`config.mk`:
```
export PLATFORM = sky130hd
export DESIGN_NAME = lvd_top
export DESIGN_NICKNAME = d
export VERILOG_FILES = /design/src/hw/lvd_pkg.sv /design/src/hw/lvd_top.sv
export SDC_FILE = /design/constraint.sdc
export NUM_CORES = 1
export LEC_CHECK = 0
export ABC_CLOCK_PERIOD_IN_PS = 4900
export BUFFER_PORTS_ARGS = -buffer_cell sky130_fd_sc_hd__buf_2
export CAP_MARGIN = 20
export CORE_UTILIZATION = 38
export DETAILED_ROUTE_END_ITERATION = 10
export GPL_TIMING_DRIVEN = 1
export PLACE_DENSITY = 0.93
export SLEW_MARGIN = 10
export SYNTH_ARGS = -nofsm -noshare
export SYNTH_HDL_FRONTEND = slang
export SYNTH_SLANG_ARGS = --single-unit
export TNS_END_PERCENT = 50
```
`constraint.sdc`:
```
create_clock -name clk_i -period 4.9 [get_ports clk_i]
set_input_delay 0.735 -clock clk_i [delete_from_list [all_inputs] [get_ports clk_i]]
set_output_delay 0.735 -clock clk_i [all_outputs]
set_load 0.005 [all_outputs]
```
`src/hw/lvd_pkg.sv`:
```
// package for the supply drop detector and ram data status block
// Function
// compare supply, raise below and above events
// enable bit 7 gates detection
// mode bit 1: events or internal reset
// flag bit 0 shows below, read only
// software trusts flag only enabled event mode
// detector reset sets cause bit 0
// control and level registers clear on reset
// control writes only through protected sequence
// software writes zeros to control bits 6..2
// enable plus reset mode locks level register
// software writes zeros to level bits 7..1
// level bit 0 selects comparator threshold
// software waits settling time before reading flag
// detection keeps working in stop mode
// ram flag bit 0 set after retention drop
// ram status survives every reset
// ram status writes only through protected sequence
// emulation register acts only in emulation mode
// force bit sets ram flag by hardware
// force bit never clears itself
// force bit blocks clearing the ram flag
// ram flag set at power up, software clears
// reset mode locks control and level registers; the code locks them only while enable bit 7 is also set
// internal reset held while supply stays low
// synchronise comparator outputs before use
// rising edge below event, falling edge above
package lvd_pkg;

    localparam int LVD_DAT_W = 32;
    localparam int LVD_ADR_W = 32;
    localparam int LVD_DEC_W = 10;
    localparam int LVD_SEL_W = 4;

    // register indices; byte address is four times the index
    localparam logic [31:0] LVD_LEVEL_IDX = 32'h0ffff891;
    localparam logic [31:0] LVD_CTRL_IDX = 32'hfffff890;
    localparam logic [31:0] LVD_RAM_DATA_STATUS_IDX = 32'hfffff892;
    localparam logic [31:0] LVD_EMU_IDX = 32'hfffff9fe;
    localparam logic [31:0] LVD_CAUSE_IDX = 32'h000000f0;
    localparam logic [31:0] LVD_PROT_IDX = 32'h000000fc;

    localparam int LVD_EN_BIT = 7;
    localparam int LVD_MODE_BIT = 1;
    localparam int LVD_FLAG_BIT = 0;
    localparam int LVD_LEVEL_BIT = 0;
    localparam int LVD_RAM_INVALID_FLAG_ALT_BIT = 0;
    localparam int LVD_FORCE_BIT = 0;
    localparam int LVD_CAUSE_BIT = 0;
    localparam int LVD_ARM_BIT = 0;

    localparam logic [7:0] LVD_CTRL_RST = 8'h00;
    localparam logic [7:0] LVD_LEVEL_RST = 8'h00;
    localparam logic [7:0] LVD_PROT_KEY_DEF = 8'ha5;
    localparam int LVD_SYNC_STAGES = 2;

    typedef struct packed {
        logic detect_enable;
        logic [4:0] zero;
        logic reset_not_event_mode;
        logic low_supply_flag;
    } lvd_ctrl_t;

    typedef struct packed {
        logic supply_below_event;
        logic supply_above_event;
        logic supply_drop_reset;
    } lvd_evt_t;

    typedef enum {
        LVD_WB_IDLE,
        LVD_WB_ACK
    } lvd_wb_state_t;

    function automatic logic lvd_hit(input logic [LVD_ADR_W-1:0] adr,
                                     input logic [31:0] idx);
        lvd_hit = (adr[LVD_DEC_W+1:2] == idx[LVD_DEC_W-1:0]);
    endfunction

endpackage

```
`src/hw/lvd_top.sv`:
```
// supply drop detector control, reset cause and ram data status
`timescale 1ns/1ns
module lvd_top #(
    parameter logic [7:0] PROT_KEY = lvd_pkg::LVD_PROT_KEY_DEF
) (
    input wire logic clk_i,
    input wire logic rst_i,
    input wire logic pwr_on_i,
    input wire logic emu_mode_i,
    input wire logic cmp_below_i,
    input wire logic ram_below_i,
    input wire logic wb_cyc_i,
    input wire logic wb_stb_i,
    input wire logic wb_we_i,
    input wire logic [lvd_pkg::LVD_ADR_W-1:0] wb_adr_i,
    input wire logic [lvd_pkg::LVD_SEL_W-1:0] wb_sel_i,
    input wire logic [lvd_pkg::LVD_DAT_W-1:0] wb_dat_i,
    output logic [lvd_pkg::LVD_DAT_W-1:0] wb_dat_o,
    output logic wb_ack_o,
    output logic detect_enable_o,
    output logic threshold_choice_o,
    output logic ram_invalid_flag_o,
    output lvd_pkg::lvd_evt_t events_o
);

    lvd_pkg::lvd_wb_state_t state_reg;
    lvd_pkg::lvd_wb_state_t state_next;
    lvd_pkg::lvd_ctrl_t ctrl_reg;
    lvd_pkg::lvd_evt_t evt_reg;
    logic level_reg;
    logic ram_flag_reg;
    logic force_reg;
    logic cause_reg;
    logic arm_reg;
    logic ack_reg;
    logic [lvd_pkg::LVD_DAT_W-1:0] dat_reg;
    logic [lvd_pkg::LVD_SYNC_STAGES-1:0] cmp_sync_reg;
    logic [lvd_pkg::LVD_SYNC_STAGES-1:0] ram_sync_reg;
    logic below_prev_reg;

    // bus request decode
    wire req = wb_cyc_i && wb_stb_i && (state_reg == lvd_pkg::LVD_WB_IDLE);
    wire wr = req && wb_we_i && wb_sel_i[0];
    wire [7:0] wbyte = wb_dat_i[7:0];
    wire hit_level = lvd_pkg::lvd_hit(wb_adr_i, lvd_pkg::LVD_LEVEL_IDX);
    wire hit_ctrl = lvd_pkg::lvd_hit(wb_adr_i, lvd_pkg::LVD_CTRL_IDX);
    wire hit_ram_data_status = lvd_pkg::lvd_hit(wb_adr_i, lvd_pkg::LVD_RAM_DATA_STATUS_IDX);
    wire hit_emu = lvd_pkg::lvd_hit(wb_adr_i, lvd_pkg::LVD_EMU_IDX);
    wire hit_cause = lvd_pkg::lvd_hit(wb_adr_i, lvd_pkg::LVD_CAUSE_IDX);
    wire hit_prot = lvd_pkg::lvd_hit(wb_adr_i, lvd_pkg::LVD_PROT_IDX);

    // synchronised comparator results
    wire below_s = cmp_sync_reg[lvd_pkg::LVD_SYNC_STAGES-1];
    wire ram_low_s = ram_sync_reg[lvd_pkg::LVD_SYNC_STAGES-1];

    wire en = ctrl_reg.detect_enable;
    wire rst_mode = ctrl_reg.reset_not_event_mode;
    // once armed for reset, config stays frozen until a foreign reset
    wire locked = en && rst_mode;
    wire low_flag = en && below_s;
    wire fall_edge = below_s && !below_prev_reg;
    wire rise_edge = !below_s && below_prev_reg;
    wire evt_mode = en && !rst_mode;
    wire drop_rst = locked && below_s;
    // no stop-mode input: nothing here ever gates on power state
    wire keep_running = 1'b1;

    // protected sequence: a key write arms the very next write
    wire prot_ok = arm_reg && !hit_prot;
    wire ctrl_wr = wr && hit_ctrl && prot_ok && !locked;
    wire level_wr = wr && hit_level && !locked;
    wire ram_data_status_wr = wr && hit_ram_data_status && prot_ok;
    wire emu_wr = wr && hit_emu && emu_mode_i;
    wire force_on = force_reg && emu_mode_i;
    wire ram_set = ram_low_s || force_on || pwr_on_i;
    wire ram_wval = wbyte[lvd_pkg::LVD_RAM_INVALID_FLAG_ALT_BIT];
    // set wins over a software clear in the same cycle
    wire ram_next = ram_set || (ram_data_status_wr ? ram_wval : ram_flag_reg);
    wire cause_clr = wr && hit_cause && !wbyte[lvd_pkg::LVD_CAUSE_BIT];
    wire cause_next = drop_rst || (cause_reg && !cause_clr);

    lvd_pkg::lvd_ctrl_t ctrl_rd;
    assign ctrl_rd = '{detect_enable: en, zero: 5'h00,
                       reset_not_event_mode: rst_mode,
                       low_supply_flag: low_flag};

    wire [7:0] rd_byte =
        hit_ctrl ? ctrl_rd :
        hit_level ? {7'h00, level_reg} :
        hit_ram_data_status ? {7'h00, ram_flag_reg} :
        hit_emu ? {7'h00, force_reg && emu_mode_i} :
        hit_cause ? {7'h00, cause_reg} :
        hit_prot ? {7'h00, arm_reg} : 8'h00;

    always_comb begin
        case (state_reg)
            lvd_pkg::LVD_WB_IDLE: begin
                state_next = req ? lvd_pkg::LVD_WB_ACK : lvd_pkg::LVD_WB_IDLE;
            end
            lvd_pkg::LVD_WB_ACK: begin
                state_next = lvd_pkg::LVD_WB_IDLE;
            end
            default: begin
                state_next = lvd_pkg::LVD_WB_IDLE;
            end
        endcase
    end

    // bus slave: one-cycle ack, unmapped reads give zero
    always_ff @(posedge clk_i) begin
        if (rst_i) begin
            state_reg <= lvd_pkg::LVD_WB_IDLE;
            ack_reg <= 1'b0;
            dat_reg <= 32'h00000000;
        end else begin
            state_reg <= state_next;
            ack_reg <= req;
            if (req) begin
                dat_reg <= {24'h000000, rd_byte};
            end
        end
    end

    // synchronisers and edge history run regardless of reset mode
    always_ff @(posedge clk_i) begin
        if (rst_i) begin
            cmp_sync_reg <= '0;
            ram_sync_reg <= '0;
            below_prev_reg <= 1'b0;
        end else if (keep_running) begin
            cmp_sync_reg <= {cmp_sync_reg[0], cmp_below_i};
            ram_sync_reg <= {ram_sync_reg[0], ram_below_i};
            below_prev_reg <= below_s;
        end
    end

    // rst_i is any reset other than our own drop reset
    always_ff @(posedge clk_i) begin
        if (rst_i) begin
            ctrl_reg <= lvd_pkg::LVD_CTRL_RST;
            level_reg <= lvd_pkg::LVD_LEVEL_RST[0];
            arm_reg <= 1'b0;
            cause_reg <= 1'b0;
            evt_reg <= '0;
        end else begin
            if (ctrl_wr) begin
                ctrl_reg.detect_enable <= wbyte[lvd_pkg::LVD_EN_BIT];
                ctrl_reg.reset_not_event_mode <= wbyte[lvd_pkg::LVD_MODE_BIT];
            end
            ctrl_reg.zero <= 5'h00;
            ctrl_reg.low_supply_flag <= 1'b0;
            if (level_wr) begin
                level_reg <= wbyte[lvd_pkg::LVD_LEVEL_BIT];
            end
            if (wr) begin
                arm_reg <= hit_prot && (wbyte == PROT_KEY);
            end
            cause_reg <= cause_next;
            evt_reg.supply_below_event <= evt_mode && fall_edge;
            evt_reg.supply_above_event <= evt_mode && rise_edge;
            evt_reg.supply_drop_reset <= drop_rst;
        end
    end

    // ram status and force bit only see power-on, never rst_i
    always_ff @(posedge clk_i) begin
        ram_flag_reg <= ram_next;
        if (pwr_on_i) begin
            force_reg <= 1'b0;
        end else if (emu_wr) begin
            force_reg <= wbyte[lvd_pkg::LVD_FORCE_BIT];
        end
    end

    assign wb_ack_o = ack_reg;
    assign wb_dat_o = dat_reg;
    assign detect_enable_o = ctrl_reg.detect_enable;
    assign threshold_choice_o = level_reg;
    assign ram_invalid_flag_o = ram_flag_reg;
    assign events_o = evt_reg;

endmodule // lvd_top

```
==> results.sh, run 1 <==
export IMPL_status="finished clean"
export IMPL_htreeDepth=1
export IMPL_clock_sinks=20
export IMPL_cts_buffers=3
export IMPL_vdd_drop_max_mv=0.1777
export IMPL_drv_slew=0
export IMPL_final_area_um2=1295
export IMPL_dp_hpwl_um=1752
export IMPL_design_die_area_um2=3209
export IMPL_die_y_um=56.65
export IMPL_vias=1006
export IMPL_worst_slack_ns=2.685
export IMPL_drc=0
export IMPL_num_rows=19
export IMPL_cts_root_buf="clkbuf_4"
export IMPL_ys_types=37
export IMPL_place_area_um2=1242
export IMPL_required_ns=5.15
export IMPL_grt_setup_unrepaired="false"
export IMPL_finalSetupViolCount=0
export IMPL_area_delta_synth_final_pct=14.11
export IMPL_crit_path_end_kind="flop"
export IMPL_routed_via_density=5.005
export IMPL_fin_crit_sh_pct=45.21
export IMPL_yosys_top_cells_area="dfxtp_1, buf_4, a21oi_1, nand3b_1, nor2b_1"
export IMPL_syn_area_per_cell_um2=8.663
export IMPL_fmax_mhz=451.4
export IMPL_synth_xor_xnor_area_share_pct=0
export IMPL_slowest_stage="nor4_1"
export IMPL_drive_above_1_share_pct=27.65
export IMPL_avgRoutedWirePerCell_um=11.15
export IMPL_yosysTopAreaCellShare_pct=35.28
export IMPL_synthSimpleGateAreaFrac_pct=30.21
export IMPL_cp_cell_sequence="buf_2, or4_4, nor4_1, nand4b_1, a21oi_1"
export IMPL_hold_viol_final=0
export IMPL_ys_ff_latch=20
export IMPL_yosysWarningCount=0
export IMPL_synthMuxAreaShare_pct=0
export IMPL_clk_pin_slew_ns=0.11
export IMPL_grt_pass1_wl_um=3429
export IMPL_cts_hold_buffers=0
export IMPL_cellPowerDensity_nw_per_um2=259.8
export IMPL_grt_antenna_before_repair=0
export IMPL_initial_core_util_pct=40.80
export IMPL_gr_total_overflow=0
export IMPL_fillers=260
export IMPL_grt_total_usage_pct=13.45
export IMPL_gr_usage_met2_pct=23.36
export IMPL_clock_path_buffers=2
export IMPL_combPwrFrac_pct=10.1
export IMPL_slowest_delay_ns=0.67
export IMPL_clock_power_share_pct=40.6
export IMPL_grtUsageMet1_pct=15.79
export IMPL_cap_violations=0
export IMPL_fin_hold_ws_ns=0.4223
export IMPL_path_class="input port to flop"
export IMPL_ios=116
export IMPL_dp_slack_ns=2.378
export IMPL_antennaDiodeCount=0
export IMPL_grt_pass1_vias=844
export IMPL_post_cts_buffers=0
export IMPL_core_area_um2=2781
export IMPL_min_period_ns=2.215
export IMPL_gp_congestion=0.8371
export IMPL_synth_adder_area_share_pct=0
export IMPL_firstDrtPassIters=4
export IMPL_crit_fanout=7
export IMPL_synth_top_family_by_area="simple AND/OR/NAND/NOR gates"
export IMPL_swShare_pct=22.53
export IMPL_cts_resized=0
export IMPL_seqPwrFrac_pct=49.3
export IMPL_wirelength_um=2242
export IMPL_synth_largest_area_cell="dfxtp_1"
export IMPL_relSlewSlack_pct=46.97
export IMPL_layout_common_cells="buf_2, conb_1, dfxtp_1, a21oi_1, nor2b_1"
export IMPL_internal_power_mw=0.2606
export IMPL_p_switching_mw=0.07577
export IMPL_layout_nets=248
export IMPL_crit_arrival_ns=2.46
export IMPL_skew_ns=0.008636
export IMPL_hp_class="flop to flop"
export IMPL_grt_max_degree=18
export IMPL_p_total_mw=0.3364
export IMPL_synth_compound_area_share_pct=13.34
export IMPL_cts_tree="yes"
export IMPL_worst_pin_slew_ns=0.7882
export IMPL_clk_latency_ns=0.31
export IMPL_use_met3_pct=2.074
export IMPL_busiest_layer="met2"
export IMPL_tns_ns=0
export IMPL_worstSetupStartpointType="input port"
export IMPL_ant_nets=0
export IMPL_layout_commonest_cell="buf_2"
export IMPL_yosysSeqAreaShare_pct=35.28
export IMPL_netlist_area_um2=1135
export IMPL_leakagePower_nw=0.5664
export IMPL_chipWidth_um=56.65
export IMPL_port_buffers=37
export IMPL_syn_inst=131
export IMPL_drt_iter0_markers=40
[power groups by stage]
| stage | clock network, mW | logic, mW | registers, mW |
|---|---|---|---|
| after floorplan | 0 | 0.0319 | 0.169 |
| after global placement | 0 | 0.0329 | 0.169 |
| after detailed placement | 0 | 0.0335 | 0.169 |
| after CTS | 0.136 | 0.0336 | 0.166 |
| after global routing | 0.146 | 0.0380 | 0.166 |
| final | 0.137 | 0.0340 | 0.166 |
[cells by family after synthesis]
kind of cell	after synthesis
and+or+nand+nor	53
other	1
DFF	20
buffers and inverters	34
AOI/OAI and AO/OA	23
[layer usage]
layer / part of all wire, % / wire length [um]
met1: 42 / 952
met2: 49 / 1097
met3: 7.5 / 169
met4: 1.1 / 24
met5: 0 / 0
[area by class of cell]
type	count	area (um2)	share of cell area, %
inverters	4	15.01	1.159
multi-input cells	105	603.1	46.57
clock buffers	3	22.52	1.739
well taps	31	38.79	2.995
clock inverters	1	30.03	2.319
repair buffers	37	185.2	14.30
flip-flops and latches	20	400.4	30.92
[synthesized netlist by cell type]
cell,instances
buf_4,29
dfxtp_1,20
a21oi_1,8
nor2b_1,6
nand3b_1,5
nor2_1,5
nor3_1,5
inv_1,4
nand3_1,4
nand4_1,4
o21ai_0,4
nand2_1,3
nand4b_1,3
o31ai_1,3
a311oi_1,2
and3_1,2
nor4_1,2
or3_1,2
or4_4,2
a2111o_1,1
a2111oi_0,1
a211oi_1,1
a21boi_0,1
a31o_2,1
and2_1,1
and3b_1,1
and4_2,1
clkbuf_1,1
conb_1,1
nand2b_1,1
nor3b_1,1
nor4b_1,1
nor4bb_1,1
o211ai_1,1
or2_2,1
or4_1,1
or4b_2,1
[path summary, 6_finish.rpt]
check / start / to / slack, ns / cells after the start
hold reg to reg: below_prev_reg$_SDFF_PP0_ / events_o[2]$_SDFF_PP0_ / 0.42 / 1
hold / removal: below_prev_reg$_SDFF_PP0_ / events_o[2]$_SDFF_PP0_ / 0.42 / 1
setup / recovery: wb_adr_i[5] / wb_dat_o[1]$_SDFFE_PP0N_ / 2.68 / 5
setup reg to reg: state_reg[0]$_SDFF_PP0_ / rst_mode$_SDFFE_PP0P_ / 2.95 / 4
[worst max-delay path: cells and delay by family]
kind | cells | cell delay, ns
buf+inv | 1 | 0.14
compound gates | 1 | 0.17
simple gates | 3 | 1.41
[stage by stage]
step	utilization (%)	std cells
final	46.56	201
after global routing	46.56	201
after CTS	46.56	201
after detailed placement	44.67	197
after global placement	44.67	197
after floorplan	-	159
Power figures use the tool's default switching activity.
==> inputs of run 2 (changes only) <==
--- a/config.mk
+++ b/config.mk
@@ -5,13 +5,13 @@
 export SDC_FILE = /design/constraint.sdc
 export NUM_CORES = 1
 export LEC_CHECK = 0
-export ABC_CLOCK_PERIOD_IN_PS = 4900
+export ABC_CLOCK_PERIOD_IN_PS = 2300
 export BUFFER_PORTS_ARGS = -buffer_cell sky130_fd_sc_hd__buf_2
 export CAP_MARGIN = 20
-export CORE_UTILIZATION = 38
+export CORE_UTILIZATION = 35
 export DETAILED_ROUTE_END_ITERATION = 10
 export GPL_TIMING_DRIVEN = 1
-export PLACE_DENSITY = 0.93
+export PLACE_DENSITY = 0.88
 export SLEW_MARGIN = 10
 export SYNTH_ARGS = -nofsm -noshare
 export SYNTH_HDL_FRONTEND = slang
==> constraint.sdc (replaced) <==
create_clock -name clk_i -period 2.3 [get_ports clk_i]
set_input_delay 0.345 -clock clk_i [delete_from_list [all_inputs] [get_ports clk_i]]
set_output_delay 0.345 -clock clk_i [all_outputs]
set_load 0.005 [all_outputs]
==> results.sh, run 2 (synthesis results as in run 1) <==
export IMPL_status="finished clean"
export IMPL_min_period_ns=1.829
export IMPL_firstDrtPassIters=4
export IMPL_fmax_mhz=546.8
export IMPL_port_buffers=37
export IMPL_fillers=318
export IMPL_combPwrFrac_pct=10.6
export IMPL_vias=1056
export IMPL_hold_depth=2
export IMPL_p_switching_mw=0.1605
export IMPL_hp_class="input port to flop"
export IMPL_cp_cell_sequence="buf_2, or4_4, or4_4, or3_1, a21oi_1"
export IMPL_required_ns=2.55
export IMPL_ios=116
export IMPL_dp_hpwl_um=1911
export IMPL_drt_iter0_markers=13
export IMPL_die_y_um=58.94
export IMPL_drive_above_1_share_pct=28.90
export IMPL_finalSetupViolCount=0
export IMPL_drv_slew=0
export IMPL_wirelength_um=2483
export IMPL_layout_common_cells="buf_2, conb_1, dfxtp_1, a21oi_1, nor2b_1"
export IMPL_cts_hold_buffers=0
export IMPL_cp_buffers_inverters=1
export IMPL_vdd_drop_max_mv=0.1560
export IMPL_ant_nets=0
export IMPL_regArea_um2=400.4
export IMPL_area_delta_synth_final_pct=17.53
export IMPL_grt_pass1_vias=914
export IMPL_final_area_um2=1334
export IMPL_hold_viol_final=0
export IMPL_ff2ff_path_depth=4
export IMPL_clock_path_buffers=2
export IMPL_htreeDepth=1
export IMPL_fin_crit_sh_pct=79.51
export IMPL_layout_commonest_cell="buf_2"
export IMPL_antennaDiodeCount=0
export IMPL_routed_via_density=4.866
export IMPL_initial_core_util_pct=37.17
export IMPL_clock_power_share_pct=40.1
export IMPL_num_rows=20
export IMPL_cellPowerDensity_nw_per_um2=537.5
export IMPL_leakagePower_nw=0.5818
export IMPL_crit_path_end_kind="flop"
export IMPL_cp_depth=5
export IMPL_cts_root_buf="clkbuf_4"
export IMPL_clk_latency_ns=0.30
export IMPL_cap_violations=0
export IMPL_gp_congestion=0.8583
export IMPL_path_common_cell="or4_4"
export IMPL_layout_nets=251
export IMPL_drc=0
export IMPL_gr_total_overflow=0
export IMPL_crit_arrival_ns=2.08
export IMPL_slowest_stage="or4_4"
export IMPL_slowest_delay_ns=0.57
export IMPL_cts_tree="yes"
export IMPL_cp_top_family="simple AND/OR/NAND/NOR gates"
export IMPL_worstSetupStartpointType="input port"
export IMPL_final_cells=217
export IMPL_grt_pass1_wl_um=3933
export IMPL_multi_input_area_um2=603.1
export IMPL_grt_antenna_before_repair=0
export IMPL_post_cts_buffers=0
export IMPL_seqPwrFrac_pct=49.2
export IMPL_core_area_um2=3053
export IMPL_worst_slack_ns=0.4712
export IMPL_tns_ns=0
export IMPL_internal_power_mw=0.5565
export IMPL_dp_cells=213
export IMPL_place_area_um2=1281
export IMPL_grt_max_degree=18
export IMPL_design_die_area_um2=3474
export IMPL_dp_slack_ns=0.1478
export IMPL_grt_setup_unrepaired="false"
export IMPL_clock_sinks=20
export IMPL_clk_pin_slew_ns=0.12
export IMPL_cts_buffers=3
export IMPL_swShare_pct=22.38
export IMPL_path_class="input port to flop"
export IMPL_crit_fanout=7
export IMPL_cts_resized=0
export IMPL_chipWidth_um=58.94
export IMPL_skew_ns=0.002792
export IMPL_grt_total_usage_pct=14.93
export IMPL_avgRoutedWirePerCell_um=11.44
-- run 2: area by class of cell --
type	count	area share, %
clock buffer	3	1.689
clock inverter	1	2.251
inverter	4	1.126
multi-input combinational	105	45.22
sequential	20	30.02
tap	44	4.128
timing repair buffer	40	15.57
-- run 2: per-stage QoR --
stage	utilization [%]	power, mW	hold WS, ns
2_1_floorplan	-	0.4285	0.3890
3_3_place_gp	41.97	0.4327	0.3983
3_5_place_dp	41.97	0.4350	0.4006
4_1_cts	43.69	0.7190	0.1940
5_1_grt	43.69	0.7451	0.2058
6_report	43.69	0.7169	0.2000
-- run 2: final timing paths --
check | to | slack (ns) | start
hold reg to reg | events_o[2]$_SDFF_PP0_ | 0.42 | below_prev_reg$_SDFF_PP0_
hold / removal | force_reg$_SDFFE_PP0P_ | 0.20 | pwr_on_i
setup reg to reg | ram_invalid_flag_o$_DFF_P_ | 0.58 | state_reg[0]$_SDFF_PP0_
setup / recovery | threshold_choice_o$_SDFFE_PP0P_ | 0.47 | wb_adr_i[5]
-- run 2: layer usage --
metal	global-route usage, %	part of all wire [%]	routed length [um]
met1	16.31	40	993
met2	26.79	50	1244
met3	2.198	6.9	172
met4	9.524	2.9	72
met5	0	0	0
-- run 2: power groups by stage --
stage          combinational, mW  sequential [mW]  clock (mW)
2_1_floorplan             0.0679            0.361           0
3_3_place_gp              0.0720            0.361           0
3_5_place_dp              0.0742            0.361           0
4_1_cts                   0.0745            0.353       0.291
5_1_grt                   0.0853            0.354       0.306
6_report                  0.0761            0.353       0.288
-- run 2: worst reg2reg max path: cells and delay by family (launching register included) --
kind | cells | cell delay [ns]
DFF | 1 | 0.32
and+or+nand+nor | 4 | 1.35
==> inputs of run 3 (changes only) <==
--- a/config.mk
+++ b/config.mk
@@ -5,7 +5,7 @@
 export SDC_FILE = /design/constraint.sdc
 export NUM_CORES = 1
 export LEC_CHECK = 0
-export ABC_CLOCK_PERIOD_IN_PS = 2300
+export ABC_CLOCK_PERIOD_IN_PS = 1710
 export BUFFER_PORTS_ARGS = -buffer_cell sky130_fd_sc_hd__buf_2
 export CAP_MARGIN = 20
 export CORE_UTILIZATION = 35
==> constraint.sdc (replaced) <==
create_clock -name clk_i -period 1.71 [get_ports clk_i]
set_input_delay 0.2565 -clock clk_i [delete_from_list [all_inputs] [get_ports clk_i]]
set_output_delay 0.2565 -clock clk_i [all_outputs]
set_load 0.005 [all_outputs]
==> results.sh, run 3 (synthesis results as in run 1) <==
export IMPL_status="finished clean"
export IMPL_hold_viol_final=0
export IMPL_chipWidth_um=58.94
export IMPL_required_ns=1.98
export IMPL_dp_cells=218
export IMPL_clk_pin_slew_ns=0.12
export IMPL_ant_nets=0
export IMPL_layout_commonest_cell="buf_2"
export IMPL_crit_arrival_ns=1.94
export IMPL_reg2reg_slack_ns=0.13
export IMPL_clk_latency_ns=0.32
export IMPL_fillers=313
export IMPL_finalSetupViolCount=0
export IMPL_vias=1087
export IMPL_cts_tree="yes"
export IMPL_final_util_pct=45.41
export IMPL_die_y_um=58.94
export IMPL_final_cells=222
export IMPL_drv_slew=0
export IMPL_grt_max_degree=18
export IMPL_post_cts_buffers=0
export IMPL_grt_antenna_before_repair=0
export IMPL_crit_fanout=5
export IMPL_leakagePower_nw=0.6065
export IMPL_htreeDepth=1
export IMPL_design_die_area_um2=3474
export IMPL_skew_ns=0.006350
export IMPL_min_period_ns=1.671
export IMPL_cts_hold_buffers=0
export IMPL_grt_pass1_vias=981
export IMPL_crit_path_end_kind="flop"
export IMPL_place_area_um2=1319
export IMPL_gp_congestion=0.8397
export IMPL_worstSetupStartpointType="input port"
export IMPL_cts_root_buf="clkbuf_4"
export IMPL_area_delta_synth_final_pct=22.16
export IMPL_crit_path_start="wb_adr_i[5]"
export IMPL_cellPowerDensity_nw_per_um2=709.9
export IMPL_grt_setup_unrepaired="false"
export IMPL_crit_path_end="threshold_choice_o$_SDFFE_PP0P_"
export IMPL_initial_core_util_pct=37.17
export IMPL_fin_crit_sh_pct=97.72
export IMPL_vdd_drop_max_mv=0.2815
export IMPL_wirelength_um=2546
export IMPL_layout_common_cells="buf_2, conb_1, dfxtp_1, a21oi_1, buf_4"
export IMPL_hp_class="input port to flop"
export IMPL_firstDrtPassIters=4
export IMPL_grt_total_usage_pct=16.24
export IMPL_r2r_start="state_reg[0]$_SDFF_PP0_"
export IMPL_ios=116
export IMPL_worst_slack_ns=0.03906
export IMPL_dp_slack_ns=-0.2932
export IMPL_avgRoutedWirePerCell_um=11.47
export IMPL_final_area_um2=1386
export IMPL_clock_sinks=20
export IMPL_layout_nets=256
export IMPL_ff2ff_path_depth=4
export IMPL_dp_hpwl_um=1918
export IMPL_antennaDiodeCount=0
export IMPL_drive_above_1_share_pct=32.02
export IMPL_path_class="input port to flop"
export IMPL_drc=0
export IMPL_gr_total_overflow=0
export IMPL_grt_pass1_wl_um=4215
export IMPL_core_area_um2=3053
export IMPL_num_rows=20
export IMPL_drt_iter0_markers=46
export IMPL_clock_path_buffers=2
export IMPL_routed_via_density=4.896
export IMPL_p_total_mw=0.9841
export IMPL_fmax_mhz=598.5
export IMPL_cap_violations=0
export IMPL_cts_buffers=3
export IMPL_r2r_end="rst_mode$_SDFFE_PP0P_"
export IMPL_port_buffers=37
run 3: cell count changes in the layout (fill, tap and decap cells not counted), sizes merged:
cell and delta:
buf +5
run 3: metal layers:
layer  track usage (%)  part of all wire, %  wire length [um]
met5                 0                    0                 0
met4             10.20                  3.2                82
met3             3.736                  8.8               225
met2             27.11                   47              1209
met1             18.67                   40              1029
run 3: report_power, final:
group / internal, mW / switching [mW]
Combinational: 0.0459 / 0.0652
Clock: 0.237 / 0.161
Sequential: 0.473 / 0.00206
run 3: how the worst min path moves through the flow:
stage / startpoint / end / slack (ns) / depth (start not counted)
floorplan: pwr_on_i / force_reg$_SDFFE_PP0P_ / 0.33 / 1
global placement: below_prev_reg$_SDFF_PP0_ / events_o[2]$_SDFF_PP0_ / 0.40 / 1
detailed placement: below_prev_reg$_SDFF_PP0_ / events_o[2]$_SDFF_PP0_ / 0.40 / 1
CTS: pwr_on_i / force_reg$_SDFFE_PP0P_ / 0.08 / 2
global route: pwr_on_i / force_reg$_SDFFE_PP0P_ / 0.09 / 2
finish: pwr_on_i / force_reg$_SDFFE_PP0P_ / 0.09 / 2
run 3: layout make-up:
cell class                 count  area, um2  share of cell area, %
clock inverter                 1      30.03                  2.166
clock buffer                   3      22.52                  1.625
tap                           44      55.05                  3.971
timing repair buffer          45      245.2                  17.69
multi-input combinational    105      618.1                  44.58
inverter                       4      15.01                  1.083
sequential                    20      400.4                  28.88
run 3: what timing repair did:
| item | CTS | global route |
|---|---|---|
| hold endpoints to repair | 0 | 0 |
| pin swaps | 0 | 0 |
| setup endpoints to repair | 2 | 1 |
| gates resized for setup | 2 | 1 |
run 3: worst max-delay path, stage by stage:
cell and delay (ns):
buf_2 0.11, or4_4 0.55, or4_4 0.53, or3_1 0.36, a21oi_1 0.13
run 3: stage by stage:
| step | hold slack, ns | TNS [ns] |
|---|---|---|
| 2_1_floorplan | 0.3256 | -0.1498 |
| 3_3_place_gp | 0.3995 | -0.8703 |
| 3_5_place_dp | 0.3998 | -0.9523 |
| 4_1_cts | 0.08433 | 0 |
| 5_1_grt | 0.09332 | 0 |
| 6_report | 0.08635 | 0 |
